--- src/logic/sfil_regs.vh ---
// register offsets, field positions and timing counts of the status logic
`ifndef SFIL_REGS_VH
`define SFIL_REGS_VH
`define SFIL_NCOND        8
// printed offsets are register indices; byte address is index times four
`define SFIL_IDX_CFG      16'h0400
`define SFIL_IDX_SEL      16'h0401
`define SFIL_IDX_IE       16'h0402
`define SFIL_IDX_HIZ      16'h0403
`define SFIL_IDX_LIVE     16'h0404
`define SFIL_IDX_LATCH    16'h0405
`define SFIL_IDX_FATAL    16'h0406
`define SFIL_ADR_W        18
`define SFIL_CFG_FILT_LSB 0
`define SFIL_CFG_FILT_MSB 2
`define SFIL_CFG_LONG     3
`define SFIL_FAT_CHK      0
`define SFIL_FAT_2BIT     1
`define SFIL_FAT_INT      2
`define SFIL_BIT_OFLOW    0
`define SFIL_BIT_FALARM   1
`define SFIL_BIT_LAGLIM   2
`define SFIL_BIT_INCLIM   3
`define SFIL_BIT_LAGFATL  4
`define SFIL_BIT_SCAMP    5
`define SFIL_BIT_ADAPT    6
`define SFIL_BIT_RES      7
`define SFIL_CLK_MHZ      100
`define SFIL_T1_US        10
`define SFIL_T2_US        150
`define SFIL_T3_US        2500
`define SFIL_T4_US        40000
`define SFIL_LONG_US      40000
`define SFIL_CYC(us)      ((us) * `SFIL_CLK_MHZ)
// the same counts sized to the counter width, so no bits are dropped
`define SFIL_T1_CYC       22'h00_03e8
`define SFIL_T2_CYC       22'h00_3a98
`define SFIL_T3_CYC       22'h03_d090
`define SFIL_T4_CYC       22'h3d_0900
`define SFIL_LONG_CYC     22'h3d_0900
`define SFIL_CNT_W        22
`endif

--- src/logic/sfil_persist.v ---
// per-condition persistence filter producing one live condition bit
`default_nettype none
`include "sfil_regs.vh"
module sfil_persist #(
	parameter [21:0] T1 = 22'h00_03e8,
	parameter [21:0] T2 = 22'h00_3a98,
	parameter [21:0] T3 = 22'h03_d090,
	parameter [21:0] T4 = 22'h3d_0900
) (
	input  wire       clk_i,
	input  wire       rst_i,
	input  wire       cond_i,
	input  wire [2:0] filt_i,
	output reg        live_o
);
	reg  [21:0] cnt;
	reg  [21:0] limit;
	always @* begin
		case (filt_i)
			3'h1:    limit = T1;
			3'h2:    limit = T2;
			3'h3:    limit = T3;
			3'h4:    limit = T4;
			default: limit = 22'h00_0000;
		endcase
	end
	always @(posedge clk_i) begin
		if (rst_i) begin
			cnt    <= 22'h00_0000;
			live_o <= 1'b0;
		end else if (!cond_i) begin
			cnt    <= 22'h00_0000;
			live_o <= 1'b0;
		end else if (cnt + 22'h00_0001 >= limit) begin
			live_o <= 1'b1;
		end else begin
			cnt <= cnt + 22'h00_0001;
		end
	end
endmodule
`default_nettype wire

--- src/logic/sfil_stretch.v ---
// holds the interrupt request for a fixed time after it falls
`default_nettype none
module sfil_stretch #(
	parameter [21:0] HOLD = 22'h3d_0900
) (
	input  wire clk_i,
	input  wire rst_i,
	input  wire en_i,
	input  wire req_i,
	output wire out_o
);
	reg  [21:0] cnt;
	always @(posedge clk_i) begin
		if (rst_i)
			cnt <= 22'h00_0000;
		else if (req_i)
			cnt <= HOLD;
		else if (!en_i)
			cnt <= 22'h00_0000;
		else if (cnt != 22'h00_0000)
			cnt <= cnt - 22'h00_0001;
	end
	assign out_o = req_i | (en_i & (cnt != 22'h00_0000));
endmodule
`default_nettype wire

--- src/logic/sfil_top.v ---
// status and fault logic with a classic wishbone register slave
//
// Contract
// - each live condition sets its sticky bit, which stays until cleared.
// - writing zero to a sticky bit clears that bit alone.
// - writing one to a sticky bit leaves it unchanged.
// - condition bits sit at fixed positions 0 to 7 in all status registers.
// - select bit zero routes the live bit, one routes the sticky bit.
// - a selected active bit with interrupt enable one asserts the interrupt.
// - a selected active bit with output disable one tristates the outputs.
// - a read-only fatal register holds checksum, double-bit, internal errors.
// - any fatal error stops the interpolator until power is cycled.
// - any fatal error asserts the interrupt and tristates the outputs.
// - a live bit follows its condition and clears when it ends.
// - a condition must persist for the configured filter time to set live.
// - the long bit extends the interrupt by 40 ms after it ends.
//
// Register access over Wishbone was left to the implementer.
`default_nettype none
`include "sfil_regs.vh"
module sfil_top #(
	parameter [21:0] T1_CYC   = `SFIL_T1_CYC,
	parameter [21:0] T2_CYC   = `SFIL_T2_CYC,
	parameter [21:0] T3_CYC   = `SFIL_T3_CYC,
	parameter [21:0] T4_CYC   = `SFIL_T4_CYC,
	parameter [21:0] LONG_CYC = `SFIL_LONG_CYC
) (
	input  wire        clk_i,
	input  wire        rst_i,
	input  wire        wb_cyc_i,
	input  wire        wb_stb_i,
	input  wire        wb_we_i,
	input  wire [17:0] wb_adr_i,
	input  wire [3:0]  wb_sel_i,
	input  wire [31:0] wb_dat_i,
	output reg  [31:0] wb_dat_o,
	output reg         wb_ack_o,
	input  wire [7:0]  cond_raw_i,
	input  wire        nvm_checksum_error_i,
	input  wire        nvm_double_bit_error_i,
	input  wire        internal_error_i,
	output reg         interrupt_out_n_o,
	output reg         outputs_hiz_o,
	output reg         interp_halt_o
);
	reg  [5:0]  cfg;
	reg  [7:0]  condition_source_select;
	reg  [7:0]  condition_interrupt_enable;
	reg  [7:0]  condition_output_disable;
	reg  [7:0]  sticky_conditions;
	reg  [2:0]  fatal_errors;
	wire [7:0]  live_conditions;
	wire [7:0]  selected;
	wire        fatal_any;
	wire        irq_req;
	wire        irq_ext;
	wire        hiz_req;
	wire [15:0] idx;
	wire        req;
	wire        wr;
	reg  [7:0]  rd_byte;

	genvar g;
	generate
		for (g = 0; g < `SFIL_NCOND; g = g + 1) begin : g_cond
			sfil_persist #(
				.T1 (T1_CYC),
				.T2 (T2_CYC),
				.T3 (T3_CYC),
				.T4 (T4_CYC)
			) u_persist (
				.clk_i  (clk_i),
				.rst_i  (rst_i),
				.cond_i (cond_raw_i[g]),
				.filt_i (cfg[`SFIL_CFG_FILT_MSB:`SFIL_CFG_FILT_LSB]),
				.live_o (live_conditions[g])
			);
			assign selected[g] = condition_source_select[g] ?
				sticky_conditions[g] : live_conditions[g];
		end
	endgenerate

	// bus: byte address is index times four, single cycle ack
	assign idx = wb_adr_i[17:2];
	assign req = wb_cyc_i & wb_stb_i & ~wb_ack_o;
	assign wr  = req & wb_we_i & wb_sel_i[0];

	always @* begin
		case (idx)
			`SFIL_IDX_CFG:   rd_byte = {2'h0, cfg};
			`SFIL_IDX_SEL:   rd_byte = condition_source_select;
			`SFIL_IDX_IE:    rd_byte = condition_interrupt_enable;
			`SFIL_IDX_HIZ:   rd_byte = condition_output_disable;
			`SFIL_IDX_LIVE:  rd_byte = live_conditions;
			`SFIL_IDX_LATCH: rd_byte = sticky_conditions;
			`SFIL_IDX_FATAL: rd_byte = {5'h00, fatal_errors};
			default:         rd_byte = 8'h00;
		endcase
	end

	always @(posedge clk_i) begin
		if (rst_i) begin
			wb_ack_o <= 1'b0;
			wb_dat_o <= 32'h0000_0000;
		end else begin
			wb_ack_o <= req;
			if (req && !wb_we_i)
				wb_dat_o <= {24'h00_0000, rd_byte};
		end
	end

	always @(posedge clk_i) begin
		if (rst_i) begin
			cfg                        <= 6'h00;
			condition_source_select    <= 8'h00;
			condition_interrupt_enable <= 8'h00;
			condition_output_disable   <= 8'h00;
		end else if (wr) begin
			case (idx)
				`SFIL_IDX_CFG: cfg <= wb_dat_i[5:0];
				`SFIL_IDX_SEL: condition_source_select <= wb_dat_i[7:0];
				`SFIL_IDX_IE:  condition_interrupt_enable <= wb_dat_i[7:0];
				`SFIL_IDX_HIZ: condition_output_disable <= wb_dat_i[7:0];
				default:       cfg <= cfg;
			endcase
		end
	end

	// set wins over the clearing write
	always @(posedge clk_i) begin
		if (rst_i)
			sticky_conditions <= 8'h00;
		else if (wr && idx == `SFIL_IDX_LATCH)
			sticky_conditions <= (sticky_conditions & wb_dat_i[7:0])
				| live_conditions;
		else
			sticky_conditions <= sticky_conditions | live_conditions;
	end

	// fatal flags are sticky until reset; no write path reaches them
	always @(posedge clk_i) begin
		if (rst_i)
			fatal_errors <= 3'h0;
		else
			fatal_errors <= fatal_errors | {internal_error_i,
				nvm_double_bit_error_i, nvm_checksum_error_i};
	end
	assign fatal_any = |fatal_errors;

	assign irq_req = |(selected & condition_interrupt_enable);
	assign hiz_req = |(selected & condition_output_disable);

	sfil_stretch #(
		.HOLD (LONG_CYC)
	) u_stretch (
		.clk_i (clk_i),
		.rst_i (rst_i),
		.en_i  (cfg[`SFIL_CFG_LONG]),
		.req_i (irq_req | fatal_any),
		.out_o (irq_ext)
	);

	always @(posedge clk_i) begin
		if (rst_i) begin
			interrupt_out_n_o <= 1'b1;
			outputs_hiz_o     <= 1'b0;
			interp_halt_o     <= 1'b0;
		end else begin
			interrupt_out_n_o <= ~irq_ext;
			outputs_hiz_o     <= hiz_req | fatal_any;
			interp_halt_o     <= fatal_any;
		end
	end
endmodule
`default_nettype wire

--- config.mk ---
export PLATFORM = sky130hd
export DESIGN_NAME = sfil_top
export DESIGN_NICKNAME = d
export VERILOG_FILES = /design/src/logic/sfil_persist.v /design/src/logic/sfil_stretch.v /design/src/logic/sfil_top.v
export VERILOG_INCLUDE_DIRS = /design/src /design/src/logic
export SDC_FILE = /design/constraint.sdc
export NUM_CORES = 1
export LEC_CHECK = 0
export BUFFER_PORTS_ARGS = -buffer_cell sky130_fd_sc_hd__buf_4
export CAP_MARGIN = 20
export CORE_MARGIN = 3
export CORE_UTILIZATION = 25
export DETAILED_ROUTE_END_ITERATION = 12
export PLACE_DENSITY = 0.5
export SYNTH_ARGS = -nofsm -noshare
export SYNTH_HDL_FRONTEND = slang
export SYNTH_SLANG_ARGS = --single-unit
--- constraint.sdc ---
create_clock -name clk_i -period 5.9 [get_ports clk_i]
set_clock_uncertainty 0.1 [all_clocks]
set_input_delay 1.18 -clock clk_i [delete_from_list [all_inputs] [get_ports clk_i]]
set_output_delay 1.18 -clock clk_i [all_outputs]
set_load 0.03 [all_outputs]
; ---- Yosys cells after proc, flatten, opt, wreduce, memory -nomap -nowiden
; Index checks and enable logic that the tools add are counted.
[op_classes]
addsub = 9
order_cmp = 8
bitwise = 25
reduce_logical = 20
n_eq_ne = 12
div = 0
muxes = 14
n_shift = 0
mul = 0
[ops]
columns = op, n
row1 = "adder 22 x 1 -> 22 bit, second input constant", 8
row2 = greater-or-equal comparator 22 bit, 8
row3 = "equality test 16 x 11 -> 1 bit, second input constant", 7
row4 = one-hot mux 22 bit (4 select lines), 1
row5 = 2-to-1 mux 22 bit, 3
row6 = one-hot mux 8 bit (7 select lines), 1
row7 = bitwise AND 8 bit, 3
row8 = nonzero test 22 bit, 1
row9 = "subtractor 22 x 1 -> 22 bit, second input constant", 1
row10 = bitwise OR 8 bit, 2
row11 = OR reduction 2 bit, 8
row12 = OR reduction 8 bit, 2
row13 = inverter 1 bit, 11
row14 = 2-to-1 mux 1 bit, 8
row15 = 2-to-1 mux 8 bit, 1
row16 = AND reduction 2 bit, 4
row17 = "equality test 3 x 2 -> 1 bit, second input constant", 2
row18 = OR reduction 3 bit, 2
row19 = bitwise AND 1 bit, 5
row20 = "equality test 3 x 1 -> 1 bit, second input constant", 1
row21 = "equality test 3 bit, second input constant", 1
row22 = "!= test 3 x 1 -> 1 bit, second input constant", 1
row23 = bitwise OR 1 bit, 3
row24 = bitwise OR 3 bit, 1
row25 = 2 further kinds, 3
[totals]
regBits = 259
output_inout_bits = 36
n_memories = 0
wordCells = 117
latch_bits = 0
rom_bits = 0
ramBits = 0

; ---- Longest topological paths before layout
; Gate-level depths: netlist of run 1.
[logic_depth]
ltp_word = 6
depth_mapped = 16

; ---- Modules after synthesis
; Synthesis of run 1 repeated with hierarchy kept, for this count alone.
[hier_totals]
hier_cells = 2195
hier_area_um2 = 18833.1
[by_module_without_submodules]
columns = mod, seq_area_each_um2, area_each_um2, cells_each, instances
row1 = sfil_persist, 460.4, 1868.0, 221, 8
row2 = sfil_top, 1061.0, 2732.6, 302, 1
row3 = sfil_stretch, 440.4, 1156.1, 125, 1

; ---- Least setup slack after synthesis of run 1
; OpenSTA, ideal clock, no wires.
[synth_timing]
path_kind = flip-flop to flip-flop
start = register g_cond[4].u_persist.cnt[0]
end = register g_cond[4].u_persist.cnt[13]
path_buffers = 2
setup_time_ps = 70
t_required_ps = 5730
stages_incl_launch_ff = 16
period_less_slack_ps = 3939
setup_slack_ps = 1961
arrival_ps = 3768
cell_sequence = dfxtp_1 -> ha_1 -> nand3_1 -> or4_1 -> nor2_1 -> nand4_1 -> xnor2_1 -> ha_1 -> nand4_1 -> a2111oi_0 -> o211ai_1 -> nand3_1 -> clkbuf_1 -> clkbuf_1 -> o21ai_0 -> a21oi_1
[synth_via]
elab_chain_cells = 2
[synth_rtl]
columns = item, line
row1 = start: declaration, sfil_persist.v:16  ; reg [21:0] cnt;
row2 = start signal: assignment, sfil_persist.v:37  ; cnt <= cnt + 22'h00_0001;
row3 = adder 22 x 1 -> 22 bit *, "sfil_persist.v:34, sfil_persist.v:37"
row4 = greater-or-equal comparator 22 bit, sfil_persist.v:34  ; end else if (cnt + 22'h00_0001 >= limit) begin
; Every way passes the cells marked *; elsewhere a longest branch is shown, timed or not.
; A chain may end at the register's enable or synchronous reset.

; ---- Final worst setup path of run 1
[layout_timing]
start = register g_cond[4].u_persist.cnt[0]
end = register g_cond[4].u_persist.cnt[20]
; The elaborated chain is that of the path after synthesis.

==> results of run 1 <==
flip-flops by register name (all words and copies together), names as in the netlist:
signal	cells
interp_halt_o	1
condition_interrupt_enable	8
sticky_conditions	8
u_stretch.cnt	22
outputs_hiz_o	1
interrupt_out_n_o	1
condition_output_disable	8
cfg	6
g_cond.u_persist.live_o	8
g_cond.u_persist.cnt	176
condition_source_select	8
wb_dat_o	8
wb_ack_o	1
fatal_errors	3
path summary, 6_finish.rpt:
kind                         startpoint                           to  slack [ns]  depth (start not counted)
max          g_cond[4].u_persist.cnt[0]  g_cond[4].u_persist.cnt[20]        0.92                         14
min                   u_stretch.cnt[13]            u_stretch.cnt[13]        0.36                          2
max reg2reg  g_cond[4].u_persist.cnt[0]  g_cond[4].u_persist.cnt[20]        0.92                         14
min reg2reg           u_stretch.cnt[13]            u_stretch.cnt[13]        0.36                          2
power groups by stage:
stage | Sequential [mW] | Clock [mW] | Combinational (mW)
2_1_floorplan | 1.81 | 0 | 0.109
3_3_place_gp | 1.81 | 0 | 0.156
3_5_place_dp | 1.82 | 0 | 0.157
4_1_cts | 1.78 | 2.23 | 0.158
5_1_grt | 1.78 | 2.29 | 0.173
6_report | 1.78 | 2.14 | 0.156
logic make-up after synthesis:
group / share of synthesized area
buf+inv: 0.0382
flops: 0.302
other cells: 0.000218
xor+xnor: 0.0907
fa+ha+maj: 0.113
mux: 0.0240
compound gates: 0.182
simple gates: 0.250
layer usage:
metal / part of all wire / up-vias / GRT usage / wire length, um
li1: - / 7761 / - / -
met1: 0.47 / 7250 / 0.162 / 21500
met2: 0.47 / 205 / 0.216 / 21700
met3: 0.034 / 68 / 0.0200 / 1550
met4: 0.023 / 0 / 0.0354 / 1060
met5: 0 / - / 0 / 0
cells in the final DEF, fill, tap and decap left out, drive strengths merged, types with 47 or more instances in the layout:
master / n
a21oi: 151
xnor2: 115
or3: 59
ha: 155
nand3: 100
buf: 76
dfxtp: 259
nand2: 171
xor2: 63
nand4: 47
o211ai: 52
o21ai: 101
or4: 79
clkbuf: 50
nor2: 158
worst register-to-register path, stage by stage (launching register included):
cell and delay (ns):
dfxtp_1 0.38, ha_1 0.22, nand3_1 0.29, or4_1 0.69, nor2_1 0.29, nand4_1 0.21, xnor2_1 0.18, ha_1 0.30
nand4_1 0.10, a2111oi_0 0.67, o31ai_1 0.17, nand3_1 0.66, buf_4 0.36, or3_1 0.14, a21oi_1 0.06
cell type report:
cell class	count	area, sq um
Timing Repair Buffer	76	587
Clock buffer	50	1020
Sequential cell	259	5180
Multi-Input combinational cell	1690	11400
Fill cell	7090	48100
Clock inverter	11	126
Inverter	33	124
Tap cell	873	1090
==> run metrics, run 1 <==
Worst EP arrival=5.25 ns; HPWL after DPL=31.6 mm; Die X=268 um; critical path peak fanout=23; synthesis-to-finish area growth=13.9%; Mean Syn Cell Area=8.30 sq um; crit-path cells=ha_1 > nand3_1 > or4_1 > nor2_1 > nand4_1 > xnor2_1 > ha_1 > nand4_1 > a2111oi_0 > o31ai_1 > nand3_1 > buf_4 > or3_1 > a21oi_1; CTS tree=built; Yosys cell types=72; placed cells=2931; ANT nets after route=0; first-pass GRT wire length=74.5 mm; initial antenna violation count=0; max-cap viol count=0; part of the power in registers=0.437; flops & latches, synth=259; Clock Root Buffer=clkbuf_16; clock power share=0.525; Yosys top cell area share=0.302; Post-Route WL=45.7 mm; PwrDens=208 nW/um^2; Wirelength per Cell=15.3 um; Slew Limit Fails=0; Die Footprint=71900 sq um; CTS Hold Buffers Added=0; top-count cell post-synth=dfxtp_1; dpl ws=0.887 ns; WP buf/inv=1; EDFF count, synth=0; worst slew pin tran=0.967 ns; clock slew at reported path FFs=0.05 ns; core region area=67600 sq um; nets=2320; Top delay family on crit path=simple AND/OR/NAND/NOR gates; Tot GR Track Use=0.125; Die Height=268 um; Switching Share=0.236; Synth top cells by count=dfxtp_1, nand2_1, nor2_1, ha_1, a21oi_1; Tmin final=4.98 ns; drt first pass iters=6; critical path launch point type=register; Fin Hold WS=0.358 ns; Static Leak=7.32 nW; clk buf depth=3; Setup-failing EPs final=0; Int Power=3.11 mW; most used flip-flop cell after synthesis=dfxtp_1; Vias/cell=5.11; IO buf count=52; Starting Density=0.254; fin area=19600 sq um; Worst Slack Setup Final=0.917 ns; Rows=95; worst hold path class=register to register; via count=15284; critical path class=register to register; DP Area=18400 sq um; period utilisation layout=0.845; Final Hold Vio Count=0; layout cell share with drive strength beyond 1=0.0722; unrepaired setup endpoints after global routing=false; Seq/Total Area, Yosys=0.302; Max IR drop VDD=0.169 mV; worst skew pair latency=0.55 ns; relative slew slack=0.355; cts repair resizes=0; Finished Core Util=0.289; CTS sink cnt=259; Synth area leaders=dfxtp_1, ha_1, xnor2_1; Post-Layout Cell Count=2992; Cells after Synth=2069; number of global-route vias before repair=14452; Psw=0.961 mW; initial DRC count=909; status=complete, no violations; fmax=201 MHz; slowest cell on the critical path=or4_1; drt drc=0; Async SR Flop Fraction=0; Worst Setup End Kind=register; postcts setup bufs=0; Yosys warnings=0; TritonCTS Buffers=35; Mapped Area=17200 sq um; GP Congestion=0.799; Req. time, crit path=6.17 ns; largest net degree at the start of global routing=55; Crit path largest cell delay=0.69 ns; H-tree depth=2; dominant cell type by area after synthesis=dfxtp_1; Comb pwr share=0.038; IO Pins=106; PnR Total Power=4.07 mW; grt ovf=0; setup TNS=0 ns; Antenna Cells=0
(Power assumes the default switching activity.)
==> run 2: changes to the inputs <==
Settings changed: ABC_AREA set to 1, PLACE_DENSITY 0.5 to 0.51.
Clock period 5.9 ns to 4.49 ns, I/O delays scaled along.
==> run 2 against run 1 <==
Effect of this change:
- area after synthesis increased by 7.4%
- clock power up 35%
- critical endpoint is now g_cond[2].u_persist.live_o
- critical path depth up 3
- core utilization shrank 0.12 points
- highest routed layer unchanged
- die area up 7.2%
- hold slack better by 0.0054 ns
- final area is 6.5% higher
- critical path type unchanged
- non-clock buffer count rose by 1
- global-route usage fell by 0.41 points
- combinational power grew to 58 times the previous value
==> run metrics, run 2 <==
Rows=98 (+3.2%); Tot GR Track Use=0.121 (-0.00411); fmax=257 MHz (+28%); relative slew slack=0.305 (-0.0501); hold-critical path depth=2 (unchanged); number of global-route vias before repair=15506 (+7.3%); flops & latches, synth=259 (unchanged); Post-Route WL=47.4 mm (+3.7%); Synth area leaders=dfxtp_1, nand2_1, ha_1; Largest register FFs=176 (unchanged); PwrDens=739 nW/um^2 (+260%); Die Footprint=77100 sq um (+7.2%); Crit. path cell count=17 (+3); layout cell share with drive strength beyond 1=0.0697 (-0.00252); most common cell after layout, fill and taps aside=nand2_1; Slew Limit Fails=0 (unchanged); top-count cell post-synth=nand2_1; slowest cell on the critical path=inv_1; critical path peak fanout=23 (unchanged); ANT nets after route=0 (unchanged); HPWL after DPL=33.2 mm (+5.1%); WP buf/inv=4 (+3); max-cap viol count=0 (unchanged); Worst EP arrival=4.23 ns (-1.02 ns); dpl ws=0.575 ns (-0.313 ns); setup TNS=0 ns (unchanged); Mean Syn Cell Area=6.54 sq um (-21%); Wirelength per Cell=12.4 um (-19%); IO buf count=52 (unchanged); initial DRC count=984 (+8.3%); worst slew pin tran=1.04 ns (+0.0740 ns); Static Leak=9.91 nW (+35%); Starting Density=0.255 (+0.000943); Seq/Total Area, Yosys=0.281 (-0.0207); cts repair resizes=0 (unchanged); largest net degree at the start of global routing=34 (-38%); crit-path cells=inv_1 > nor2_1 > nand2_1 > nor4_1 > nand2_1 > inv_1 > nand2_1 > xor2_1 > ha_1 > a21oi_1 > o21ai_0 > nand2_1 > nand3_1 > inv_1 > nand2_2 > o21ai_1 > inv_1; Max IR drop VDD=0.394 mV (+130%); largest reg by FF count=g_cond.u_persist.cnt; Die X=278 um (+3.5%); drt drc=0 (unchanged); first-pass GRT wire length=78.4 mm (+5.3%); EDFF count, synth=0 (unchanged); Vias/cell=4.35 (-15%); nets=3075 (+33%); Yosys cell types=48 (-33%); IO Pins=106 (unchanged); GP Congestion=0.798 (-0.18%); Synth top cells by count=nand2_1, nor2_1, inv_1, dfxtp_1, a21oi_1; clk buf depth=3 (unchanged); most frequent cells in the layout=nand2_1, nor2_1, inv_1, dfxtp_1, a21oi_1; unrepaired setup endpoints after global routing=false; worst reg-to-reg path cell count=17 (+3); biggest regs=g_cond.u_persist.cnt (176), u_stretch.cnt (22); Yosys top cell area share=0.281 (-0.0207); synthesis-to-finish area growth=13.0%; critical path class=register to register; Crit path largest cell delay=0.56 ns (-0.13 ns); worst hold path class=register to register; Setup-failing EPs final=0 (unchanged); initial antenna violation count=0 (unchanged); CTS Hold Buffers Added=0 (unchanged); Tmin final=3.90 ns (-1.08 ns); Die Height=278 um (+3.5%); Cells after Synth=2820 (+36%); worst skew pair latency=0.54 ns (about the same); CTS sink cnt=259 (unchanged); Fillers=8109 (+14%); Top delay family on crit path=simple AND/OR/NAND/NOR gates; CTS tree=built; postcts setup bufs=0 (unchanged); clock slew at reported path FFs=0.06 ns (about the same); period utilisation layout=0.868 (+0.0238); core region area=72300 sq um (+7.0%); TritonCTS Buffers=34 (-2.9%); Worst Slack Setup Final=0.591 ns (-0.326 ns); Worst Setup End Kind=register; Clock Root Buffer=clkbuf_16; most used flip-flop cell after synthesis=dfxtp_1; via count=16622 (+8.8%); Req. time, crit path=4.82 ns (-1.35 ns); Mapped Area=18400 sq um (+7.4%); H-tree depth=2 (unchanged); grt ovf=0 (unchanged); dominant cell type by area after synthesis=dfxtp_1; Antenna Cells=0 (unchanged); Async SR Flop Fraction=0 (unchanged); drt first pass iters=5 (-1); status=complete, no violations; critical path launch point type=register; Yosys warnings=0 (unchanged); Final Hold Vio Count=0 (unchanged)
run 2: metal layers:
metal | vias up | part of all wire | track usage | wire length [um]
met5 | - | 0 | 0 | 0
met4 | 0 | 0.023 | 0.0340 | 1090
met3 | 75 | 0.042 | 0.0206 | 1980
met2 | 227 | 0.43 | 0.197 | 20300
met1 | 7316 | 0.51 | 0.166 | 24000
li1 | 9004 | - | - | -
run 2: per-stage QoR:
| stage | std cells | hold slack [ns] | util | cell area, sq um | total power, mW |
|---|---|---|---|---|---|
| floorplan | 2843 | 0.337 | - | 18500 | 11.4 |
| global placement | 3764 | 0.355 | 0.272 | 19700 | 12.5 |
| CTS | 3820 | 0.367 | 0.288 | 20900 | 15.6 |
| finish | 3820 | 0.364 | 0.288 | 20900 | 15.4 |
| detailed placement | 3764 | 0.358 | 0.272 | 19700 | 12.6 |
| global route | 3820 | 0.383 | 0.288 | 20900 | 17.3 |
run 2: kinds of logic after synthesis:
group | synth area share
AOI/OAI and AO/OA | 0.0914
xor gates and xnor gates | 0.0669
adders and majority gates | 0.105
buffers and inverters | 0.110
DFF | 0.281
other | 0.000203
and+or+nand+nor | 0.345
run 2: worst paths after layout:
check,startpoint,endpoint,slack (ns)
worst min register to register,wb_dat_o[2],wb_dat_o[2],0.36
worst max register to register,g_cond[2].u_persist.cnt[2],g_cond[2].u_persist.live_o,0.59
worst min-delay path,wb_dat_o[2],wb_dat_o[2],0.36
worst max-delay path,g_cond[2].u_persist.cnt[2],g_cond[2].u_persist.live_o,0.59
run 2: worst reg2reg max path, delay by kind of cell, from the launching register on:
family | cells | cell delay [ns]
AO/OA/AOI/OAI | 3 | 0.45
AND/OR/NAND/NOR | 8 | 1.58
buffers and inverters | 4 | 0.79
adder cells (fa/ha/maj) | 1 | 0.28
XOR/XNOR | 1 | 0.21
flip-flops | 1 | 0.40
run 2: layout make-up:
cell class | count | area (sq um) | area share
Sequential cell | 259 | 5180 | 0.249
Multi-Input combinational cell | 2107 | 11300 | 0.544
Clock buffer | 43 | 968 | 0.0464
Inverter | 371 | 1390 | 0.0668
Timing Repair Buffer | 77 | 578 | 0.0277
Clock inverter | 13 | 190 | 0.00912
Tap cell | 950 | 1190 | 0.0570
run 2: power by group:
group | internal (mW) | leakage [nW] | total, mW | switching, mW
Combinational | 3.21 | 7.23 | 9.12 | 5.91
Sequential | 2.85 | 2.11 | 3.39 | 0.539
Clock | 1.80 | 0.577 | 2.89 | 1.09
==> run 3: changes to the inputs <==
Settings changed: MAX_ROUTING_LAYER set to met4.
==> run 3 against run 2 <==
Effect of this change:
- total power about the same
- register-to-register slack improved by 0.03 ns
- final cell count unchanged
- non-clock buffer count unchanged
- largest power group unchanged
- fmax increased by 0.79%
==> run metrics, run 3 (synthesis results as in run 2) <==
Slew Limit Fails=0 (unchanged); drt drc=0 (unchanged); clk buf depth=3 (unchanged); Die Height=278 um (unchanged); Post-Layout Cell Count=3820 (unchanged); Comb pwr share=0.592 (about the same); Worst Setup End Kind=register; TritonCTS Buffers=34 (unchanged); PnR Total Power=15.4 mW (about the same); worst skew pair latency=0.54 ns (about the same); Largest register FFs=176 (unchanged); drt first pass iters=5 (unchanged); critical path peak fanout=23 (unchanged); PwrDens=739 nW/um^2 (about the same); core region area=72300 sq um (unchanged); Switching Share=0.489 (about the same); first-pass GRT wire length=78.5 mm (about the same); Req. time, crit path=4.82 ns (about the same); via count=16622 (unchanged); IO Pins=106 (unchanged); CTS tree=built; Tmin final=3.87 ns (-0.0307 ns); Rows=98 (unchanged); layout cell share with drive strength beyond 1=0.0697 (unchanged); IO buf count=52 (unchanged); register-to-register path setup slack=0.62 ns (+0.03 ns); most frequent cells in the layout=nand2_1, nor2_1, inv_1, dfxtp_1, a21oi_1; grt ovf=0 (unchanged); initial DRC count=951 (-3.4%); Max IR drop VDD=0.396 mV (+0.40%); Tot GR Track Use=0.125 (+0.00363); biggest regs=g_cond.u_persist.cnt (176), u_stretch.cnt (22); CTS sink cnt=259 (unchanged); Final Hold Vio Count=0 (unchanged); largest net degree at the start of global routing=34 (unchanged); postcts setup bufs=0 (unchanged); cts repair resizes=0 (unchanged); Fillers=8109 (unchanged); Post-Route WL=47.5 mm (about the same); critical path class=register to register; worst hold path class=register to register; Static Leak=9.91 nW (unchanged); synthesis-to-finish area growth=13.0% (unchanged); Clock Root Buffer=clkbuf_16; fmax=259 MHz (+0.79%); critical path launch point type=register; Die Footprint=77100 sq um (unchanged); max-cap viol count=0 (unchanged); relative slew slack=0.296 (-0.00869); GP Congestion=0.810 (+1.5%); clock power share=0.188 (about the same); nets=3075 (unchanged); Antenna Cells=0 (unchanged); status=complete, no violations; Psw=7.54 mW (about the same); part of the power in registers=0.220 (about the same); worst slew pin tran=1.05 ns (+0.0130 ns); initial antenna violation count=0 (unchanged); Wirelength per Cell=12.4 um (about the same); Worst EP arrival=4.20 ns (-0.03 ns); Int Power=7.86 mW (about the same); placed cells=3764 (unchanged); HPWL after DPL=33.2 mm (unchanged); Setup-failing EPs final=0 (unchanged); CTS Hold Buffers Added=0 (unchanged); Vias/cell=4.35 (unchanged); unrepaired setup endpoints after global routing=false; number of global-route vias before repair=15490 (-0.10%); ANT nets after route=0 (unchanged); most common cell after layout, fill and taps aside=nand2_1; Die X=278 um (unchanged); setup TNS=0 ns (unchanged); H-tree depth=2 (unchanged); period utilisation layout=0.861 (-0.00683); clock slew at reported path FFs=0.06 ns (about the same); largest reg by FF count=g_cond.u_persist.cnt; Starting Density=0.255 (unchanged)
run 3: cell counts in the layout (fill, tap and decap cells not counted):
No cell type changed its count.
run 3: area by class of cell:
cell class	instances	area [sq um]	area share
clock buffers	43	968	0.0464
repair buffers	77	578	0.0277
clock inverters	13	190	0.00912
inverters	371	1390	0.0668
flip-flops and latches	259	5180	0.249
well taps	950	1190	0.0570
multi-input cells	2107	11300	0.544
run 3: per-layer routing:
metal	part of all wire	up-vias	routed length, um	global-route usage
met1	0.51	7303	24100	0.166
met3	0.042	76	1990	0.0206
li1	-	9009	-	-
met4	0.023	0	1080	0.0340
met5	0	-	0	-
met2	0.43	234	20300	0.196
run 3: worst max-delay path, cell delays in order, from the launching register on:
cell and delay [ns]:
dfxtp_1 0.40, inv_1 0.06, nor2_1 0.18, nand2_1 0.14
nor4_1 0.38, nand2_1 0.18, inv_1 0.12, nand2_1 0.07
xor2_1 0.21, ha_1 0.28, a21oi_1 0.12, o21ai_0 0.10
nand2_1 0.06, nand3_1 0.13, inv_1 0.55, nand2_2 0.42
o21ai_1 0.22, inv_1 0.05
run 3: power groups by stage:
| stage | Clock [mW] | Sequential, mW | Combinational, mW |
|---|---|---|---|
| global route | 3.09 | 3.48 | 10.7 |
| floorplan | 0 | 3.29 | 8.11 |
| CTS | 3.01 | 3.39 | 9.20 |
| detailed placement | 0 | 3.44 | 9.15 |
| global placement | 0 | 3.44 | 9.10 |
| finish | 2.89 | 3.39 | 9.12 |
run 3: stage by stage:
step / hold slack [ns] / util / area [sq um] / worst slack, ns
global route: 0.383 / 0.288 / 20900 / 0.0726
global placement: 0.355 / 0.272 / 19700 / 0.543
detailed placement: 0.358 / 0.272 / 19700 / 0.575
floorplan: 0.337 / - / 18500 / 1.26
finish: 0.364 / 0.288 / 20900 / 0.622
CTS: 0.367 / 0.288 / 20900 / 0.561
run 3: final timing paths:
kind,start,end,depth (start not counted)
setup / recovery,g_cond[2].u_persist.cnt[2],g_cond[2].u_persist.live_o,17
hold / removal,wb_dat_o[2],wb_dat_o[2],2
setup reg to reg,g_cond[2].u_persist.cnt[2],g_cond[2].u_persist.live_o,17
hold reg to reg,wb_dat_o[2],wb_dat_o[2],2
